### src/core/acq_pkg.sv
// shared constants and carrier types for the acquisition bus control block
package acq_pkg;
  localparam int ACQ_BITS = 8;
  localparam int CLK_PERIOD_NS = 4;
  localparam int HOLD_DELAY_NS = 50;
  localparam int HOLD_DELAY_CYC =
    (HOLD_DELAY_NS + CLK_PERIOD_NS - 1) / CLK_PERIOD_NS;
  localparam logic [3:0] HOLD_CNT_MAX = 4'(HOLD_DELAY_CYC);
  localparam logic [7:0] RESULT_RST = 8'h00;
  localparam logic [7:0] DAC_RST = 8'h00;
  localparam logic [7:0] SAR_CLR = 8'h00;
  localparam logic [2:0] BIT_MSB = 3'h7;
  localparam logic [2:0] BIT_LSB = 3'h0;

  typedef enum logic [1:0] {
    ACQ_IDLE = 2'b00,
    ACQ_HOLD = 2'b01,
    ACQ_WAIT = 2'b10,
    ACQ_CONV = 2'b11
  } acq_state_e;

  // bus control pins as sampled by the block
  typedef struct packed {
    logic cs_n;
    logic rd_n;
    logic wr_n;
    logic st_n;
    logic cclk;
    logic clr_n;
  } acq_ctl_s;
endpackage

### src/core/acq_conv_ctl.sv
// conversion sequencer, bus drive and output-converter register
module acq_conv_ctl
  import acq_pkg::*;
#(
  parameter int BITS = ACQ_BITS
)
(
  input wire logic mclk, // system clock, 250 mhz
  input wire logic rst_n, // synchronous reset of the sequencer
  input wire logic clk_en, // freezes all state when low
  input wire logic cs_n, // bus select pin
  input wire logic rd_n, // read strobe pin
  input wire logic wr_n, // load strobe pin
  input wire logic sample_trigger_n, // falling-edge start pin
  input wire logic conv_clk, // external conversion clock pin
  input wire logic dac_clear_n, // clear pin for register and done
  input wire logic [BITS-1:0] data_bus_i, // data bus in
  input wire logic comp_hi, // comparator: input above trial value
  output logic [BITS-1:0] data_bus_o, // data bus out
  output logic data_bus_oe, // bus drive enable
  output logic busy_n, // low while converting
  output logic done_n, // low when a result awaits
  output logic track_hold, // high while holding
  output logic [BITS-1:0] trial_code, // trial code to comparator dac
  output logic [BITS-1:0] dac_code // output-converter register
);

  ////////////////////////////////////////////////////////////////
  // pin synchronisers
  acq_ctl_s pin_a_r, pin_a_nxt;
  acq_ctl_s pin_b_r, pin_b_nxt;
  acq_ctl_s pin_c_r, pin_c_nxt;
  logic [BITS-1:0] bus_a_r, bus_a_nxt;
  logic [BITS-1:0] bus_b_r, bus_b_nxt;
  logic comp_a_r, comp_a_nxt;
  logic comp_b_r, comp_b_nxt;

  always_comb
  begin
    pin_a_nxt = '{cs_n: cs_n, rd_n: rd_n, wr_n: wr_n,
                  st_n: sample_trigger_n, cclk: conv_clk,
                  clr_n: dac_clear_n};
    pin_b_nxt = pin_a_r;
    pin_c_nxt = pin_b_r;
    bus_a_nxt = data_bus_i;
    bus_b_nxt = bus_a_r;
    comp_a_nxt = comp_hi;
    comp_b_nxt = comp_a_r;
  end

  always_ff @(posedge mclk)
  begin
    if (!rst_n)
    begin
      pin_a_r <= '1;
      pin_b_r <= '1;
      pin_c_r <= '1;
      bus_a_r <= '0;
      bus_b_r <= '0;
      comp_a_r <= 1'b0;
      comp_b_r <= 1'b0;
    end
    else if (clk_en)
    begin
      pin_a_r <= pin_a_nxt;
      pin_b_r <= pin_b_nxt;
      pin_c_r <= pin_c_nxt;
      bus_a_r <= bus_a_nxt;
      bus_b_r <= bus_b_nxt;
      comp_a_r <= comp_a_nxt;
      comp_b_r <= comp_b_nxt;
    end
  end

  acq_ctl_s pin_s, pin_p;
  logic rd_start, st_start, cclk_fall, cs_rise, rd_rise, wr_rise;
  logic sel_read, start_ev;

  assign pin_s = pin_b_r;
  assign pin_p = pin_c_r;
  assign sel_read = !pin_s.cs_n && !pin_s.rd_n;
  // read mode start: trigger held high, select and read both low
  assign rd_start = pin_s.st_n && sel_read &&
                    (pin_p.cs_n || pin_p.rd_n);
  assign st_start = pin_p.st_n && !pin_s.st_n;
  assign cclk_fall = pin_p.cclk && !pin_s.cclk;
  assign cs_rise = !pin_p.cs_n && pin_s.cs_n;
  assign rd_rise = !pin_p.rd_n && pin_s.rd_n;
  assign wr_rise = !pin_p.wr_n && pin_s.wr_n;
  assign start_ev = rd_start || st_start;

  ////////////////////////////////////////////////////////////////
  // conversion sequencer
  acq_state_e state_r, state_nxt;
  logic [3:0] hold_cnt_r, hold_cnt_nxt;
  logic [2:0] bit_r, bit_nxt;
  logic [BITS-1:0] sar_r, sar_nxt;
  logic [BITS-1:0] result_r, result_nxt;
  logic done_r, done_nxt;
  logic end_conv;

  always_comb
  begin
    state_nxt = state_r;
    hold_cnt_nxt = hold_cnt_r;
    bit_nxt = bit_r;
    sar_nxt = sar_r;
    result_nxt = result_r;
    end_conv = 1'b0;
    unique case (state_r)
      ACQ_IDLE:
      begin
        // a clock edge alone never leaves idle
        if (start_ev)
        begin
          state_nxt = ACQ_HOLD;
          hold_cnt_nxt = '0;
          bit_nxt = BIT_MSB;
        end
      end
      ACQ_HOLD:
      begin
        // clock falls inside the 50 ns window do not count
        if (hold_cnt_r == HOLD_CNT_MAX)
          state_nxt = ACQ_WAIT;
        else
          hold_cnt_nxt = hold_cnt_r + 4'h1;
      end
      ACQ_WAIT:
      begin
        // first counted fall, decision on the next one
        if (cclk_fall)
        begin
          state_nxt = ACQ_CONV;
          sar_nxt[bit_r] = 1'b1;
        end
      end
      ACQ_CONV:
      begin
        if (cclk_fall)
        begin
          sar_nxt[bit_r] = comp_b_r;
          if (bit_r == BIT_LSB)
          begin
            end_conv = 1'b1;
            result_nxt = {sar_r[BITS-1:1], comp_b_r};
            sar_nxt = SAR_CLR;
            state_nxt = ACQ_IDLE;
          end
          else
          begin
            bit_nxt = bit_r - 3'h1;
            sar_nxt[bit_r - 3'h1] = 1'b1;
          end
        end
      end
    endcase
  end

  // done: clear pin and read edges release it; a new end wins
  always_comb
  begin
    done_nxt = done_r;
    if (cs_rise || rd_rise || !pin_s.clr_n)
      done_nxt = 1'b0;
    if (end_conv)
      done_nxt = 1'b1;
  end

  always_ff @(posedge mclk)
  begin
    if (!rst_n)
    begin
      state_r <= ACQ_IDLE;
      hold_cnt_r <= '0;
      bit_r <= BIT_MSB;
      sar_r <= SAR_CLR;
      result_r <= RESULT_RST;
      done_r <= 1'b0;
    end
    else if (clk_en)
    begin
      state_r <= state_nxt;
      hold_cnt_r <= hold_cnt_nxt;
      bit_r <= bit_nxt;
      sar_r <= sar_nxt;
      result_r <= result_nxt;
      done_r <= done_nxt;
    end
  end

  // clear pin forces done high without touching the conversion
  assign done_n = !(done_r && dac_clear_n);
  assign busy_n = (state_r == ACQ_IDLE);
  assign track_hold = (state_r != ACQ_IDLE);
  assign trial_code = sar_r;

  ////////////////////////////////////////////////////////////////
  // data bus drive
  logic [BITS-1:0] bus_out_r, bus_out_nxt;
  logic bus_oe_r, bus_oe_nxt;

  always_comb
  begin
    bus_out_nxt = result_r;
    bus_oe_nxt = sel_read;
  end

  always_ff @(posedge mclk)
  begin
    if (!rst_n)
    begin
      bus_out_r <= RESULT_RST;
      bus_oe_r <= 1'b0;
    end
    else if (clk_en)
    begin
      bus_out_r <= bus_out_nxt;
      bus_oe_r <= bus_oe_nxt;
    end
  end

  assign data_bus_o = bus_out_r;
  assign data_bus_oe = bus_oe_r;

  ////////////////////////////////////////////////////////////////
  // output-converter register
  logic [BITS-1:0] dac_r, dac_nxt;
  logic dac_load;

  // edge of one strobe while the other stays low
  assign dac_load = (wr_rise && !pin_s.cs_n) ||
                    (cs_rise && !pin_s.wr_n);

  always_comb
  begin
    dac_nxt = dac_r;
    if (!pin_s.clr_n)
      dac_nxt = DAC_RST;
    else if (dac_load)
      dac_nxt = bus_b_r;
  end

  always_ff @(posedge mclk)
  begin
    if (!rst_n)
      dac_r <= DAC_RST;
    else if (clk_en)
      dac_r <= dac_nxt;
  end

  assign dac_code = dac_r;
endmodule

### config.mk
export PLATFORM = sky130hd
export DESIGN_NAME = acq_conv_ctl
export DESIGN_NICKNAME = d
export VERILOG_FILES = /design/src/core/acq_pkg.sv /design/src/core/acq_conv_ctl.sv
export SDC_FILE = /design/constraint.sdc
export NUM_CORES = 1
export LEC_CHECK = 0
export BUFFER_PORTS_ARGS = -buffer_cell sky130_fd_sc_hd__buf_2
export CORE_ASPECT_RATIO = 0.5
export CORE_MARGIN = 1
export CORE_UTILIZATION = 30
export DETAILED_ROUTE_END_ITERATION = 10
export GPL_ROUTABILITY_DRIVEN = 0
export PLACE_DENSITY = 0.46
export SLEW_MARGIN = 20
export SYNTH_ARGS = -nofsm -noshare
export SYNTH_HDL_FRONTEND = slang
export SYNTH_SLANG_ARGS = --single-unit
### constraint.sdc
create_clock -name mclk -period 2.15 [get_ports mclk]
set_input_delay 0.3225 -clock mclk [delete_from_list [all_inputs] [get_ports mclk]]
set_output_delay 0.3225 -clock mclk [all_outputs]
set_load 0.05 [all_outputs]
==> results.md <==
* Placed standard-cell area at 3800 um^2
* Final Hold Violating Endpoints at 0
* Die Span Y at 77.2 um
* Post-synth EDFFs at 0
* Clock-pin slew on the worst setup and hold paths at 0.06 ns
* Commonest cells after routing, fill and taps aside: dfxtp_1, nor2_1, mux2i_1
* Vias per Instance at 4.73
* Maxcap violations at 0
* Total congestion overflow after global routing at 0
* Total number of vias at 2741
* Part of the Yosys area used for sequential elements at 46.1%
* Maximum fanout count along the critical path at 7
* Critical Path Source Type: register
* First-pass GRT wire length at 12800 um
* Final design area excluding fillers at 4150 um^2
* Highest routed metal layer: met4
* H-tree level count at 3
* Buffer cell driving the clock tree root: clkbuf_16
* Initial antenna violation count at 0
* Top_reg_cell synth: dfxtp_1
* Proportion of netlist area held by the largest area contributor at 46.1%
* Die X-Extent at 152 um
* Final-layout fill cell count at 1169
* Initial core utilization at 30.8%
* Cell area after synthesis at 3390 um^2
* Via count of the first global-routing pass at 2586
* Final Max Slew Viols at 0
* Status: complete, no violations
* Power after layout at 3.49 mW
* Fmax at 554 MHz
* Yosys warns at 0
* Drt total wl at 7760 um
* Number of inserted diodes at 0
* Number of flip-flops and latches in the synthesized netlist at 78
* Input/output buffers at 45
* Classification of the worst setup path: register to register
* Final #Nets at 455
* Hold-fix buffers, CTS at 0
* Synthesis-to-finish area growth at 22.4%
* Per-cell routed wire length at 13.4 um
* Total track usage at 13.9%
* Post-cts sizing count at 0
* HP Class: primary input to register
* Post-CTS setup buffer count at 0
* Met1 Wirelength at 4070 um
* Worst Path Required at 2.35 ns
* CTS buffer count at 9
* Static leakage at 1.82 nW
* Detail Route met3 WL at 290 um
* Leading cell type in the layout, fill and taps excluded: dfxtp_1
* Max Clock Skew at 0.00454 ns
* Setup TNS Final at 0 ns
* Share of layout cells above drive strength 1 at 18.4%
* Number of top-level pins at 46
* Tmin final at 1.81 ns
* Placement Rows at 27
* Cell area power density at 840 nW/um^2
* Relative slew slack at 66.9%
* First drt pass iteration count at 4
* Initial DRC Count at 167
* Die area at 11800 um^2
* Largest net degree at the start of global routing at 43
* Number of remaining DRC errors at 0
* CP arrival at 2.01 ns
* TritonCTS clock tree: done
* Hold Path Cell Cnt at 3
* Path depth of the worst reg2reg path at 7
* Detailed placement HPWL at 5170 um
* TritonCTS sink count at 78
* Synthesized netlist net count at 409
* Setup repair after global routing missed its margin: no
* Number of distinct standard cells referenced by the synthesized netlist at 38
* Maximum number of buffers from clock root to sink at 2
* Clock insertion delay at the later pin of the skew report at 0.33 ns
* Largest area contributor in the synthesized netlist: dfxtp_1
* Peak VDD IR at 0.473 mV
* Total length of routed met2 wires at 3290 um
* Area of the core region at 11000 um^2
* Least-Margin Pin Slew at 0.495 ns
* Gate Count Post-Synth at 383
* Critical Path End Type: register
* Final worst-path cycle share at 84.0%
* Final Setup Violations at 0
* Synth top area cells: dfxtp_1, mux2i_1, nor2_1, nand2_1, a21oi_1
* Number of nets with antenna violations after routing at 0
* Asr flop ratio synth at 0%
* Syn avg cell area at 8.85 um^2
## flip-flops by register name, indices dropped and copies added, names as in the netlist
name,flops
bus_b_r,8
pin_b_r,6
pin_c_r,5
hold_cnt_r,4
state_r,2
done_r,1
bit_r,3
comp_b_r,1
comp_a_r,1
data_bus_o,8
data_bus_oe,1
trial_code,8
pin_a_r,6
bus_out_nxt,8
dac_code,8
bus_a_r,8
## Yosys cell counts, drive strengths merged (2+ instances only)
| cell | n |
|---|---|
| a21oi | 29 |
| a311oi | 2 |
| a31oi | 12 |
| buf | 8 |
| clkbuf | 15 |
| dfxtp | 78 |
| ha | 8 |
| inv | 12 |
| mux2i | 54 |
| nand2 | 39 |
| nand2b | 4 |
| nand3 | 2 |
| nor2 | 66 |
| nor2b | 4 |
| nor3 | 2 |
| nor3b | 2 |
| o211ai | 4 |
| o21ai | 25 |
| o31ai | 2 |
| or4 | 2 |
## layer usage
layer | GRT usage, % | vias to the layer above
li1 | - | 1413
met1 | 18.4 | 1272
met2 | 20.9 | 47
met3 | 4.69 | 9
met4 | 4.90 | 0
met5 | 0 | -
## logic make-up (layout without fill, tap and decap cells)
group / after synthesis / in the layout / share of synthesized area (%)
compound gates: 82 / 82 / 14.5
xor+xnor: 2 / 2 / 0.517
flops: 78 / 78 / 46.1
mux: 54 / 54 / 15.9
fa+ha+maj: 8 / 8 / 2.95
simple gates: 124 / 124 / 15.4
buf+inv: 35 / 86 / 4.65
## final timing paths
check                                 from    endpoint  slack (ns)
worst max register to register    bit_r[0]    bit_r[0]        0.34
worst min-delay path                  wr_n  pin_a_r[3]        0.20
worst min register to register  pin_a_r[4]  pin_a_r[4]        0.47
worst max-delay path              bit_r[0]    bit_r[0]        0.34
## layout make-up
cell class	instances	area, um^2	share of cell area (%)
clock buffer	13	260	6.27
clock inverter	3	90.1	2.17
inverter	12	48.8	1.18
multi-input combinational	270	1670	40.3
sequential	78	1560	37.6
tap	145	181	4.37
timing repair buffer	58	335	8.08
## metrics by stage
stage / setup WS (ns) / instances / util [%] / hold slack, ns
2_1_floorplan: 0.132 / 383 / - / 0.433
3_3_place_gp: 0.334 / 563 / 34.5 / 0.444
3_5_place_dp: 0.336 / 563 / 34.5 / 0.455
4_1_cts: 0.334 / 579 / 37.7 / 0.194
5_1_grt: 0.169 / 579 / 37.7 / 0.219
6_report: 0.344 / 579 / 37.7 / 0.203
## report_power, final
group | internal [mW] | switching, mW
combinational | 0.0859 | 0.132
clock | 1.20 | 0.567
sequential | 1.48 | 0.0247
## critical path: stages (launching register included)
cell and delay [ns]:
dfxtp_1 0.32, inv_1 0.10, ha_1 0.29, nand2b_1 0.25, a31oi_1 0.14, a21oi_1 0.28, mux2i_1 0.22, nand2_1 0.07
Note: power is estimated with default switching activity, not from simulation.
